`config.mk`:
```
export PLATFORM = sky130hd
export DESIGN_NAME = sgf_serial
export DESIGN_NICKNAME = d
export VERILOG_FILES = /design/src/rtl/sgf_pkg.sv /design/src/rtl/sgf_serial.sv
export SDC_FILE = /design/constraint.sdc
export NUM_CORES = 1
export LEC_CHECK = 0
export ABC_AREA = 0
export BUFFER_PORTS_ARGS = -buffer_cell sky130_fd_sc_hd__buf_4
export CAP_MARGIN = 20
export CORE_UTILIZATION = 45
export CTS_CLUSTER_DIAMETER = 120
export DETAILED_ROUTE_END_ITERATION = 12
export PLACE_DENSITY = 0.75
export REMOVE_ABC_BUFFERS = 1
export SLEW_MARGIN = 40
export SYNTH_ARGS = -nofsm -noshare
export SYNTH_HDL_FRONTEND = slang
export SYNTH_SLANG_ARGS = --single-unit
```
`constraint.sdc`:
```
create_clock -name mclk_i -period 2.41 [get_ports mclk_i]
set_input_delay 0.241 -clock mclk_i [delete_from_list [all_inputs] [get_ports mclk_i]]
set_output_delay 0.241 -clock mclk_i [all_outputs]
set_load 0.01 [all_outputs]
```
`src/rtl/sgf_pkg.sv`:
```
// Constants, field layouts and types for the on-demand serial block.
// Assumes a 32-bit AXI4-Lite register bus with word-indexed registers.
package sgf_pkg;
  // ==========================================================
  // Register indexes (byte address is four times the index)
  localparam logic [15:0] IDX_CTRL_A = 16'hFFEC;
  localparam logic [15:0] IDX_CTRL_B = 16'hFFED;
  localparam logic [15:0] IDX_STATUS = 16'hFFEE;
  localparam logic [15:0] IDX_DATA = 16'hFFEF;
  localparam int unsigned ADDR_W = 18;
  localparam int unsigned WORD_W = 24;
  // ==========================================================
  // Reset values
  localparam logic [23:0] CTRL_A_RST = 24'h000000;
  localparam logic [23:0] CTRL_B_RST = 24'h000000;
  localparam logic [23:0] DATA_RST = 24'h000000;
  // ==========================================================
  // Status bit positions
  localparam int unsigned ST_IN_FLAG0 = 0;
  localparam int unsigned ST_IN_FLAG1 = 1;
  localparam int unsigned ST_UNDERRUN = 4;
  localparam int unsigned ST_TX_EMPTY = 6;
  localparam int unsigned ST_RX_FULL = 7;
  // ==========================================================
  // Word length codes and gap length
  localparam logic [1:0] WL_8 = 2'h0;
  localparam logic [1:0] WL_12 = 2'h1;
  localparam logic [1:0] WL_16 = 2'h2;
  localparam logic [1:0] WL_24 = 2'h3;
  localparam int unsigned GAP_BITS = 2;
  localparam logic [4:0] GAP_HALVES = 5'(GAP_BITS * 2);
  localparam logic [4:0] LAST_BIT_8 = 5'h07;
  localparam logic [4:0] LAST_BIT_12 = 5'h0B;
  localparam logic [4:0] LAST_BIT_16 = 5'h0F;
  localparam logic [4:0] LAST_BIT_24 = 5'h17;
  localparam logic [1:0] RESP_OKAY = 2'h0;
  localparam logic [1:0] RESP_SLVERR = 2'h2;
  // ==========================================================
  // Field layouts
  typedef struct packed {
    logic [8:0] unused;
    logic [1:0] word_len;
    logic [4:0] frame_divide_ratio;
    logic [7:0] bit_clk_div;
  } sgf_ctrl_a_s;
  typedef struct packed {
    logic [7:0] unused;
    logic receiver_on;
    logic transmitter_on;
    logic rx_irq_en;
    logic tx_irq_en;
    logic network_mode_sel;
    logic gated_clk_sel;
    logic unused_b;
    logic sync_mode_sel;
    logic [1:0] unused_a;
    logic bit_clk_dir;
    logic ctl_pin2_dir;
    logic ctl_pin1_dir;
    logic ctl_pin0_dir;
    logic out_flag_bit1;
    logic out_flag_bit0;
  } sgf_ctrl_b_s;
  typedef enum logic [1:0] {
    ST_IDLE = 2'b00,
    ST_SHIFT = 2'b01,
    ST_GAP = 2'b10
  } sgf_state_e;
endpackage

```
`src/rtl/sgf_serial.sv`:
```
// On-demand gated-clock serial port with double-buffered flag pins.
// Assumes an AXI4-Lite master on mclk_i and pins from another domain.
`timescale 1ns/100ps
`default_nettype none
module sgf_serial
  import sgf_pkg::*;
#(
  parameter int unsigned AW = ADDR_W
) (
  input wire logic mclk_i,
  input wire logic rstn_i,
  input wire logic [AW-1:0] s_axi_awaddr_i,
  input wire logic s_axi_awvalid_i,
  output logic s_axi_awready_o,
  input wire logic [31:0] s_axi_wdata_i,
  input wire logic [3:0] s_axi_wstrb_i,
  input wire logic s_axi_wvalid_i,
  output logic s_axi_wready_o,
  output logic [1:0] s_axi_bresp_o,
  output logic s_axi_bvalid_o,
  input wire logic s_axi_bready_i,
  input wire logic [AW-1:0] s_axi_araddr_i,
  input wire logic s_axi_arvalid_i,
  output logic s_axi_arready_o,
  output logic [31:0] s_axi_rdata_o,
  output logic [1:0] s_axi_rresp_o,
  output logic s_axi_rvalid_o,
  input wire logic s_axi_rready_i,
  output logic bit_clk_o,
  output logic bit_clk_oe_n_o,
  input wire logic bit_clk_i,
  output logic tx_data_pin_o,
  output logic tx_data_pin_oe_n_o,
  input wire logic rx_data_pin_i,
  input wire logic serial_ctl_pin0_i,
  output logic serial_ctl_pin0_o,
  output logic serial_ctl_pin0_oe_n_o,
  input wire logic serial_ctl_pin1_i,
  output logic serial_ctl_pin1_o,
  output logic serial_ctl_pin1_oe_n_o,
  output logic serial_ctl_pin2_o,
  output logic serial_ctl_pin2_oe_n_o,
  output logic tx_irq_o,
  output logic rx_irq_o
);
  // ==========================================================
  // Elaboration check
  if (AW < 18 || AW > 32) begin : g_chk
    $error("sgf_serial: AW must be 18..32");
  end

  // ==========================================================
  // Declarations
  logic [23:0] ctrl_a_q, ctrl_b_q, txd_q, rxd_q, tsr_q, rsh_q;
  sgf_ctrl_a_s serial_control_a;
  sgf_ctrl_b_s serial_control_b;
  logic tde_q, rdf_q, bclk_q, std_oe_n_q, fs_q;
  logic [1:0] of_q, if_q;
  sgf_state_e state_q;
  logic [7:0] half_q;
  logic [4:0] bit_q, rx_cnt_q, wl_last;
  logic aw_got_q, w_got_q;
  logic [AW-1:0] awaddr_q;
  logic [31:0] wdata_q;
  logic [3:0] wstrb_q;
  logic [3:0] s1_q, s2_q, s3_q, filt_q;
  logic ext_clk_prev_q;
  logic wr_now, wr_tx, rd_take, rd_rx, half_tick, ondemand, go, load;
  logic rx_tick, rx_done;
  logic [23:0] wr_val;

  assign serial_control_a = sgf_ctrl_a_s'(ctrl_a_q);
  assign serial_control_b = sgf_ctrl_b_s'(ctrl_b_q);

  // ==========================================================
  // Pin input synchronisers
  always_ff @(posedge mclk_i or negedge rstn_i) begin
    if (!rstn_i) begin
      s1_q <= 4'h0;
      s2_q <= 4'h0;
      s3_q <= 4'h0;
      filt_q <= 4'h0;
      ext_clk_prev_q <= 1'b0;
    end else begin
      s1_q <= {serial_ctl_pin1_i, serial_ctl_pin0_i, rx_data_pin_i, bit_clk_i};
      s2_q <= s1_q;
      s3_q <= s2_q;
      filt_q <= (s2_q & s3_q) | (filt_q & (s2_q ^ s3_q));
      ext_clk_prev_q <= filt_q[0];
    end
  end

  // ==========================================================
  // AXI4-Lite write path
  function automatic logic [23:0] merge(input logic [23:0] old, input logic [31:0] d,
                                         input logic [3:0] s);
    logic [23:0] r;
    r = old;
    for (int i = 0; i < 3; i++) begin
      if (s[i]) begin
        r[i*8 +: 8] = d[i*8 +: 8];
      end
    end
    return r;
  endfunction

  assign wr_now = aw_got_q && w_got_q && !s_axi_bvalid_o;
  assign wr_tx = wr_now && (awaddr_q[AW-1:2] == (AW-2)'(IDX_DATA));

  always_ff @(posedge mclk_i or negedge rstn_i) begin
    if (!rstn_i) begin
      aw_got_q <= 1'b0;
      w_got_q <= 1'b0;
      awaddr_q <= '0;
      wdata_q <= 32'h00000000;
      wstrb_q <= 4'h0;
      s_axi_awready_o <= 1'b1;
      s_axi_wready_o <= 1'b1;
      s_axi_bvalid_o <= 1'b0;
      s_axi_bresp_o <= RESP_OKAY;
    end else begin
      if (s_axi_awvalid_i && s_axi_awready_o) begin
        aw_got_q <= 1'b1;
        awaddr_q <= s_axi_awaddr_i;
        s_axi_awready_o <= 1'b0;
      end
      if (s_axi_wvalid_i && s_axi_wready_o) begin
        w_got_q <= 1'b1;
        wdata_q <= s_axi_wdata_i;
        wstrb_q <= s_axi_wstrb_i;
        s_axi_wready_o <= 1'b0;
      end
      if (wr_now) begin
        aw_got_q <= 1'b0;
        w_got_q <= 1'b0;
        s_axi_bvalid_o <= 1'b1;
        case (awaddr_q[AW-1:2])
          (AW-2)'(IDX_CTRL_A), (AW-2)'(IDX_CTRL_B), (AW-2)'(IDX_DATA): begin
            s_axi_bresp_o <= RESP_OKAY;
          end
          default: begin
            s_axi_bresp_o <= RESP_SLVERR;
          end
        endcase
      end
      if (s_axi_bvalid_o && s_axi_bready_i) begin
        s_axi_bvalid_o <= 1'b0;
        s_axi_awready_o <= 1'b1;
        s_axi_wready_o <= 1'b1;
      end
    end
  end

  // Control and transmit data registers
  assign wr_val = (awaddr_q[AW-1:2] == (AW-2)'(IDX_DATA)) ? merge(txd_q, wdata_q, wstrb_q) :
                  (awaddr_q[AW-1:2] == (AW-2)'(IDX_CTRL_A)) ? merge(ctrl_a_q, wdata_q, wstrb_q) :
                  merge(ctrl_b_q, wdata_q, wstrb_q);

  always_ff @(posedge mclk_i or negedge rstn_i) begin
    if (!rstn_i) begin
      ctrl_a_q <= CTRL_A_RST;
      ctrl_b_q <= CTRL_B_RST;
      txd_q <= DATA_RST;
    end else if (wr_now) begin
      if (awaddr_q[AW-1:2] == (AW-2)'(IDX_CTRL_A)) begin
        ctrl_a_q <= wr_val;
      end
      if (awaddr_q[AW-1:2] == (AW-2)'(IDX_CTRL_B)) begin
        ctrl_b_q <= wr_val;
      end
      if (wr_tx) begin
        txd_q <= wr_val;
      end
    end
  end

  // ==========================================================
  // AXI4-Lite read path
  assign rd_take = s_axi_arvalid_i && s_axi_arready_o;
  assign rd_rx = rd_take && (s_axi_araddr_i[AW-1:2] == (AW-2)'(IDX_DATA));

  always_ff @(posedge mclk_i or negedge rstn_i) begin
    if (!rstn_i) begin
      s_axi_arready_o <= 1'b1;
      s_axi_rvalid_o <= 1'b0;
      s_axi_rdata_o <= 32'h00000000;
      s_axi_rresp_o <= RESP_OKAY;
    end else begin
      if (rd_take) begin
        s_axi_arready_o <= 1'b0;
        s_axi_rvalid_o <= 1'b1;
        s_axi_rresp_o <= RESP_OKAY;
        s_axi_rdata_o <= 32'h00000000;
        case (s_axi_araddr_i[AW-1:2])
          (AW-2)'(IDX_CTRL_A): begin
            s_axi_rdata_o <= {8'h00, ctrl_a_q};
          end
          (AW-2)'(IDX_CTRL_B): begin
            s_axi_rdata_o <= {8'h00, ctrl_b_q};
          end
          (AW-2)'(IDX_STATUS): begin
            s_axi_rdata_o[ST_RX_FULL] <= rdf_q;
            s_axi_rdata_o[ST_TX_EMPTY] <= tde_q;
            s_axi_rdata_o[ST_UNDERRUN] <= 1'b0;
            s_axi_rdata_o[ST_IN_FLAG1] <= if_q[1];
            s_axi_rdata_o[ST_IN_FLAG0] <= if_q[0];
          end
          (AW-2)'(IDX_DATA): begin
            s_axi_rdata_o <= {8'h00, rxd_q};
          end
          default: begin
            s_axi_rresp_o <= RESP_SLVERR;
          end
        endcase
      end
      if (s_axi_rvalid_o && s_axi_rready_i) begin
        s_axi_rvalid_o <= 1'b0;
        s_axi_arready_o <= 1'b1;
      end
    end
  end

  // ==========================================================
  // Transmit engine
  always_comb begin
    case (serial_control_a.word_len)
      WL_8: wl_last = LAST_BIT_8;
      WL_12: wl_last = LAST_BIT_12;
      WL_16: wl_last = LAST_BIT_16;
      default: wl_last = LAST_BIT_24;
    endcase
  end

  assign ondemand = serial_control_b.network_mode_sel && (serial_control_a.frame_divide_ratio == 5'h00);
  assign go = ondemand && serial_control_b.gated_clk_sel && serial_control_b.bit_clk_dir && serial_control_b.transmitter_on;
  assign load = (state_q == ST_IDLE) && go && !tde_q && !wr_tx;
  assign half_tick = (half_q == serial_control_a.bit_clk_div);

  always_ff @(posedge mclk_i or negedge rstn_i) begin
    if (!rstn_i) begin
      tde_q <= 1'b1;
    end else if (wr_tx) begin
      tde_q <= 1'b0;
    end else if (load) begin
      tde_q <= 1'b1;
    end
  end

  always_ff @(posedge mclk_i or negedge rstn_i) begin
    if (!rstn_i) begin
      state_q <= ST_IDLE;
      half_q <= 8'h00;
      bit_q <= 5'h00;
      bclk_q <= 1'b0;
      tsr_q <= DATA_RST;
      std_oe_n_q <= 1'b1;
      fs_q <= 1'b0;
    end else begin
      case (state_q)
        ST_IDLE: begin
          half_q <= 8'h00;
          bit_q <= 5'h00;
          bclk_q <= 1'b0;
          if (load) begin
            tsr_q <= txd_q;
            std_oe_n_q <= 1'b0;
            fs_q <= 1'b1;
            state_q <= ST_SHIFT;
          end
        end
        ST_SHIFT: begin
          half_q <= half_tick ? 8'h00 : half_q + 8'h01;
          if (half_tick) begin
            bclk_q <= !bclk_q;
            if (bclk_q) begin
              if (bit_q == wl_last) begin
                bit_q <= 5'h00;
                std_oe_n_q <= 1'b1;
                fs_q <= 1'b0;
                state_q <= ST_GAP;
              end else begin
                bit_q <= bit_q + 5'h01;
                tsr_q <= {tsr_q[22:0], 1'b0};
              end
            end
          end
        end
        ST_GAP: begin
          half_q <= half_tick ? 8'h00 : half_q + 8'h01;
          bclk_q <= 1'b0;
          if (half_tick) begin
            if (bit_q == GAP_HALVES - 5'h01) begin
              bit_q <= 5'h00;
              state_q <= ST_IDLE;
            end else begin
              bit_q <= bit_q + 5'h01;
            end
          end
        end
        default: begin
          state_q <= ST_IDLE;
        end
      endcase
    end
  end

  // ==========================================================
  // Output flags, double buffered
  always_ff @(posedge mclk_i or negedge rstn_i) begin
    if (!rstn_i) begin
      of_q <= 2'b00;
    end else if (!serial_control_b.transmitter_on) begin
      of_q <= {serial_control_b.out_flag_bit1, serial_control_b.out_flag_bit0};
    end else if (load) begin
      of_q <= {serial_control_b.out_flag_bit1, serial_control_b.out_flag_bit0};
    end
  end

  // ==========================================================
  // Receive engine
  assign rx_tick = serial_control_b.receiver_on &&
                   (serial_control_b.bit_clk_dir ? (state_q == ST_SHIFT && half_tick && !bclk_q)
                                    : (filt_q[0] && !ext_clk_prev_q));
  assign rx_done = rx_tick && (rx_cnt_q == wl_last);

  function automatic logic [23:0] align(input logic [23:0] v, input logic [1:0] wl);
    case (wl)
      WL_8: return {v[7:0], 16'h0000};
      WL_12: return {v[11:0], 12'h000};
      WL_16: return {v[15:0], 8'h00};
      default: return v;
    endcase
  endfunction

  always_ff @(posedge mclk_i or negedge rstn_i) begin
    if (!rstn_i) begin
      rx_cnt_q <= 5'h00;
      rsh_q <= DATA_RST;
      rxd_q <= DATA_RST;
      if_q <= 2'b00;
    end else if (!serial_control_b.receiver_on) begin
      rx_cnt_q <= 5'h00;
    end else if (rx_tick) begin
      rsh_q <= {rsh_q[22:0], filt_q[1]};
      if (rx_cnt_q == 5'h00) begin
        if_q <= filt_q[3:2];
      end
      if (rx_done) begin
        rx_cnt_q <= 5'h00;
        rxd_q <= align({rsh_q[22:0], filt_q[1]}, serial_control_a.word_len);
      end else begin
        rx_cnt_q <= rx_cnt_q + 5'h01;
      end
    end
  end

  always_ff @(posedge mclk_i or negedge rstn_i) begin
    if (!rstn_i) begin
      rdf_q <= 1'b0;
    end else if (rx_done) begin
      rdf_q <= 1'b1;
    end else if (rd_rx) begin
      rdf_q <= 1'b0;
    end
  end

  // ==========================================================
  // Pin and interrupt outputs
  always_ff @(posedge mclk_i or negedge rstn_i) begin
    if (!rstn_i) begin
      serial_ctl_pin0_oe_n_o <= 1'b1;
      serial_ctl_pin1_oe_n_o <= 1'b1;
      serial_ctl_pin2_oe_n_o <= 1'b1;
      bit_clk_oe_n_o <= 1'b1;
      tx_irq_o <= 1'b0;
      rx_irq_o <= 1'b0;
    end else begin
      serial_ctl_pin0_oe_n_o <= !(serial_control_b.sync_mode_sel && serial_control_b.ctl_pin0_dir);
      serial_ctl_pin1_oe_n_o <= !(serial_control_b.sync_mode_sel && serial_control_b.ctl_pin1_dir);
      serial_ctl_pin2_oe_n_o <= !serial_control_b.ctl_pin2_dir;
      bit_clk_oe_n_o <= !serial_control_b.bit_clk_dir;
      tx_irq_o <= serial_control_b.tx_irq_en && tde_q;
      rx_irq_o <= serial_control_b.rx_irq_en && rdf_q;
    end
  end

  assign bit_clk_o = bclk_q;
  assign tx_data_pin_o = tsr_q[23];
  assign tx_data_pin_oe_n_o = std_oe_n_q;
  assign serial_ctl_pin0_o = of_q[0];
  assign serial_ctl_pin1_o = of_q[1];
  assign serial_ctl_pin2_o = fs_q;
endmodule
`default_nettype wire

```
---- Yosys cells after proc, flatten, opt, wreduce, memory -nomap -nowiden ----
Cells that the tools add are included.
W data, S select, Z words.
storage, ports and cells
  memory bits (read-only) ................. 0
  logic and storage cells ................. 213
  memories ................................ 0
  input port bits ......................... 83
  memory bits (writable) .................. 0
  register bits ........................... 283
  bits in latches ......................... 0
  output and inout port bits .............. 53
operators by class
  reduce and logical (&&, ||, !) cells .... 65
  divide/modulo/power cells ............... 0
  $lt $le $gt $ge ......................... 0
  add/subtract/negate cells ............... 3
  equality and inequality tests ........... 24
  $mul .................................... 0
  multiplexer cells ....................... 76
  shift operators ......................... 0
  bitwise gates (word level) .............. 4
operator list
  operator                number
  $mux W24                6
  $eq A16 B16 Y1 const B  7
  $mux W8                 10
  $pmux W24 S3            1
  $pmux W16 S3            1
  $pmux W24 S2            1
  $mux W5                 8
  $pmux W5 S3             2
  $mux W1                 27
  $logic_and A1 B1 Y1     25
  $reduce_bool A2 Y1      11
  $mux W2                 10
  $pmux W2 S4             2
  $pmux W8 S2             1
  $ne A2 B2 Y1 const B    7
  $pmux W2 S3             2
  $add A5 B1 Y5 const B   2
  $eq A5 B5 Y1            2
  $logic_not A5 Y1        2
  $reduce_and A2 Y1       5
  $reduce_and A5 Y1       2
  $logic_not A1 Y1        9
  $add A8 B1 Y8 const B   1
  $and A4 B4 Y4           2
  17 further kinds        26

---- Logic depth before layout (Yosys ltp) ----
  depth in word-level cells ............... 10
  mapped depth ............................ 10
  gate-level depth less buffers ........... 8

---- Worst setup path before layout ----
OpenSTA, ideal clock, no wires.
  path kind ............................... register to register
  start point ............................. register ctrl_a_q[13]
  end point ............................... register rxd_q[23]
  clock period less this slack ............ 2134 ps
  required time ........................... 2275 ps
  stages on the path, launching flop included .. 10
  setup slack ............................. 276 ps
  arrival time ............................ 1999 ps
  buffers on the path ..................... 1
  library setup time ...................... 135 ps
  path through ............................ dfrtp_1 -> inv_1 -> ha_1 -> xnor2_1 -> nand3_1 -> nor3_1 -> o211ai_1 -> clkbuf_1 -> nand2_1 -> o21ai_1
between the ends
  longest elaborated chain between the ends .. 5
  elaborated cells on any way between the ends .. 8
  classes of those cells .................. eq/ne: 3; mux: 2; reduce/logical: 3
RTL lines
  item                                  line                                  text
  from (decl)                           sgf_serial.sv:54                      logic [23:0] ctrl_a_q, ctrl_b_q, txd_q, rxd_q, tsr_q, rsh_q;
  from (signal assigned)                sgf_serial.sv:166                     ctrl_a_q <= wr_val;
  $eq A2 B2 Y1 (tied with other cells)  sgf_serial.sv:226, sgf_serial.sv:327
  $pmux W5 S3                           sgf_serial.sv:226                     case (serial_control_a.word_len)
  $eq A5 B5 Y1                          sgf_serial.sv:324                     assign rx_done = rx_tick && (rx_cnt_q == wl_last);
  $logic_and A1 B1 Y1                   sgf_serial.sv:324
  $reduce_and A3 Y1 (no line)           --
  to (signal assigned)                  sgf_serial.sv:350                     rxd_q <= align({rsh_q[22:0], filt_q[1]}, serial_control_a.word_len);
  to (decl)                             sgf_serial.sv:54
Several ways; a longest one is shown, not always the timed one.
A chain may end at the register's enable or synchronous reset.

---- Final worst setup path ----
  start point ............................. register s_axi_bvalid_o
  end point ............................... register txd_q[12]
between the ends
  longest elaborated chain between the ends .. 4
RTL lines
  item                             line               text
  from (decl)                      sgf_serial.sv:20   output logic s_axi_bvalid_o,
  from (signal assigned)           sgf_serial.sv:119  s_axi_bvalid_o <= 1'b0;
  from (signal assigned)           sgf_serial.sv:136  s_axi_bvalid_o <= 1'b1;
  from (signal assigned)           sgf_serial.sv:147  s_axi_bvalid_o <= 1'b0;
  $logic_not A1 Y1 (*)             sgf_serial.sv:107  assign wr_now = aw_got_q && w_got_q && !s_axi_bvalid_o;
  $logic_and A1 B1 Y1 (*)          sgf_serial.sv:107
  $logic_and A1 B1 Y1              sgf_serial.sv:108  assign wr_tx = wr_now && (awaddr_q[AW-1:2] == (AW-2)'(IDX_DATA));
  $reduce_and A2 Y1 (no line) (*)  --
  to (signal assigned)             sgf_serial.sv:172  txd_q <= wr_val;
  to (decl)                        sgf_serial.sv:54
Every way passes the cells marked *; elsewhere a longest branch is shown, timed or not.

==> flow_summary_export.csv <==
group,metric,value,unit
yosys,synth_area,0.01189,mm2
place,dp_hpwl,18410,um
layout,fin_nets,1266,
detailed_routing,finalWirelength,27950,um
die,ios,136,
yosys,synth_area_per_cell,12.15,um2
power,p_leak,6.987,nW
detailed_routing,first_pass_iters,5,
cts,cts_max_level,1,
die,num_rows,59,
yosys,synth_async_sr_flop_share,1.000,
setup_path,end_kind,"flop",
run,max_cap_violations,0,
hold_path,hp-class,"in -> reg",
cts,cts_max_path_buffers,3,
sta,worst_pin_slew,0.7284,ns
cts,cts_root_buf,"clkbuf_16",
yosys,yosysSeqAreaShare,0.5715,
detailed_routing,drc,0,
yosys,synthTopCellsByArea,"dfrtp_1, mux2_2, mux2_1",
global_route,grt_pass1_wl,45530,um
place,gp_congestion,0.8368,
sta,drv_slew,0,
die,core,0.02598,mm2
sta,grt_setup_unrepaired,"yes",
setup_path,arrival,2.77,ns
setup_path,start_kind,"flop",
sta,fin_skew,0.01333,ns
detailed_routing,antenna_left,0,
sta,fin_ws,0.05385,ns
place,port_buffers,112,
cts,clock_sinks,271,
yosys,ys_ff_latch,271,
layout,register_area,0.006794,mm2
yosys,synthFlopType,"dfrtp_1",
cts,clk_pin_slew_worst_paths,0.06,ns
sta,fin_crit_sh,0.9777,
sta,hold_slack,0.1095,ns
global_route,grt_max_degree,82,
sta,hold_viol_final,0,
die,die_w,164.5,um
yosys,yosys.area.top_type,"dfrtp_1",
detailed_routing,wl_per_cell,18.40,um
setup_path,rrSetupSlack,0.05,ns
global_route,track_usage,0.2140,
outcome,outcome,"finished clean",
layout,nFillCells,2120,
yosys,synth_most_common_cell,"dfrtp_1",
yosys,synth_edf_count,0,
yosys,synthTopCellsByCount,"dfrtp_1, mux2_2, nand2_1",
cts,numCtsBuffers,27,
global_route,antenna_found_initial,1,
die,die-area,0.02707,mm2
setup_path,crit_fanout,8,
power,vdd_drop_max,0.6226,mV
yosys,syn_inst,978,
global_route,overflow,0,
layout,area_growth_syn_to_layout,24.82,%
power,p_per_area,748.0,mW/mm2
die,die_h,164.5,um
place,dp_slack,0.05239,ns
setup_path,cp.required,2.82,ns
layout,drive_gt1_frac,0.2544,
cts,cts_tree,"yes",
sta,slew_headroom,0.5144,
yosys,yosysWarnings,0,
detailed_routing,drt_iter0_drc,575,
detailed_routing,num_vias,8323,
global_route,grt_pass1_vias,8567,
die,initial_core_util,0.4574,
yosys,yosys.area.top_type_share,0.5516,
detailed_routing,via_per_inst,5.479,
sta,setup_viol,0,
sta,final.min_clock_period,2.356,ns
layout,multiInputGateArea,0.004812,mm2
yosys,synth.distinct_cells,60,
sta,max_freq,424.4,MHz
cts,clk_latency,0.53,ns
setup_path,criticalPathCategory,"reg -> reg",
-- placed cells by master, fill, tap and decap left out, drive strengths merged, types with 3 or more instances in the layout --
cell and instances:
and3 3, nand3 18, dfstp 9, nor2b 6, a21o 5, and2 7, ha 17, dfrtp 262
a22oi 28, nor3 6, nand4 10, xnor2 4, dlygate4sd3 55, mux2i 24, nor4 6, o21ai 59
and4 4, xor2 15, o211ai 3, a31oi 4, nand2b 4, inv 29, nor2 53, conb 10
a222oi 11, bufinv 6, a21boi 4, buf 143, o22ai 5, a31o 7, clkbuf 38, o31ai 5
nand2 87, a21oi 47, or3 3, mux2 163
-- registers in the layout, indices dropped and copies added, names as in the netlist, 3 cells and up --
signal	cells
awaddr_q	16
bit_q	5
ctrl_a_q	24
ctrl_b_q	24
filt_q	4
half_q	8
rsh_q	23
rx_cnt_q	5
rxd_q	24
s1_q	4
s2_q	4
s3_q	4
s_axi_rdata_o	24
tsr_q	24
txd_q	24
wdata_q	24
wstrb_q	3
-- per-layer routing --
layer	GRT usage	share of wire	vias to the layer above
met1	0.2849	0.42	4183
met2	0.3566	0.50	239
met4	0.07131	0.027	0
li1	-	-	3849
met5	0	0	-
met3	0.03415	0.050	52
-- cell families (layout without fill, tap and decap cells) --
family	Yosys count	count (layout)	share of synthesized area
AO/OA/AOI/OAI	190	190	0.1029
XOR/XNOR	19	19	0.01400
adder cells (fa/ha/maj)	17	17	0.01789
buffers and inverters	78	274	0.02947
flip-flops	271	271	0.5715
multiplexers	188	188	0.1765
other	1	11	0.0003155
AND/OR/NAND/NOR	214	214	0.08737
-- critical path, stage by stage (launching register included) --
cell and delay [ns]:
dfrtp_1 0.41, nand3b_1 0.24, nor4_2 0.35, buf_4 0.18
and4_1 0.37, nand2_1 0.32, mux2_2 0.38
-- what timing repair did --
| action | 4_1_cts | 5_1_grt |
|---|---|---|
| hold buffers | 55 | 0 |
| buffers inserted | 0 | 2 |
| gates cloned | 0 | 1 |
| resized for setup | 0 | 12 |
| setup endpoints to repair | 1 | 99 |
| pin swaps | 1 | 3 |
| hold endpoints to repair | 128 | 0 |
-- final cells by class --
cell class | count | area share
multi-input combinational | 638 | 0.3243
timing repair buffer | 199 | 0.1170
inverter | 29 | 0.007337
clock buffer | 37 | 0.05144
antenna | 1 | 0.0001687
tap | 335 | 0.02825
sequential | 271 | 0.4579
clock inverter | 9 | 0.01358
-- where the power goes --
part           total (mW)  switching, mW  internal (mW)
logic                1.04          0.437          0.604
registers            5.49          0.488           5.00
clock network        4.57           1.73           2.84
-- metrics by stage --
| stage | cells | TNS, ns | cell area (um2) | util | total power [mW] |
|---|---|---|---|---|---|
| after global routing | 1519 | -0.06017 | 14840 | 0.5710 | 11.52 |
| after CTS | 1515 | 0 | 14750 | 0.5678 | 11.11 |
| final | 1519 | 0 | 14840 | 0.5710 | 11.10 |
| after global placement | 1414 | 0 | 13240 | 0.5095 | 6.409 |
| after detailed placement | 1414 | 0 | 13240 | 0.5095 | 6.463 |
| after floorplan | 938 | -55.69 | 11680 | - | 5.889 |
-- final timing paths --
kind	startpoint	end	cells after the start
setup reg to reg	s_axi_bvalid_o	txd_q[12]	6
hold / removal	s_axi_araddr_i[3]	s_axi_rdata_o[0]	3
hold reg to reg	s1_q[1]	s2_q[1]	0
setup / recovery	s_axi_bvalid_o	txd_q[12]	6
max in group asynchronous	rstn_i	wdata_q[21]	3
min in group asynchronous	rstn_i	rsh_q[13]	2
No activity file was read; power rests on OpenSTA's default activity.
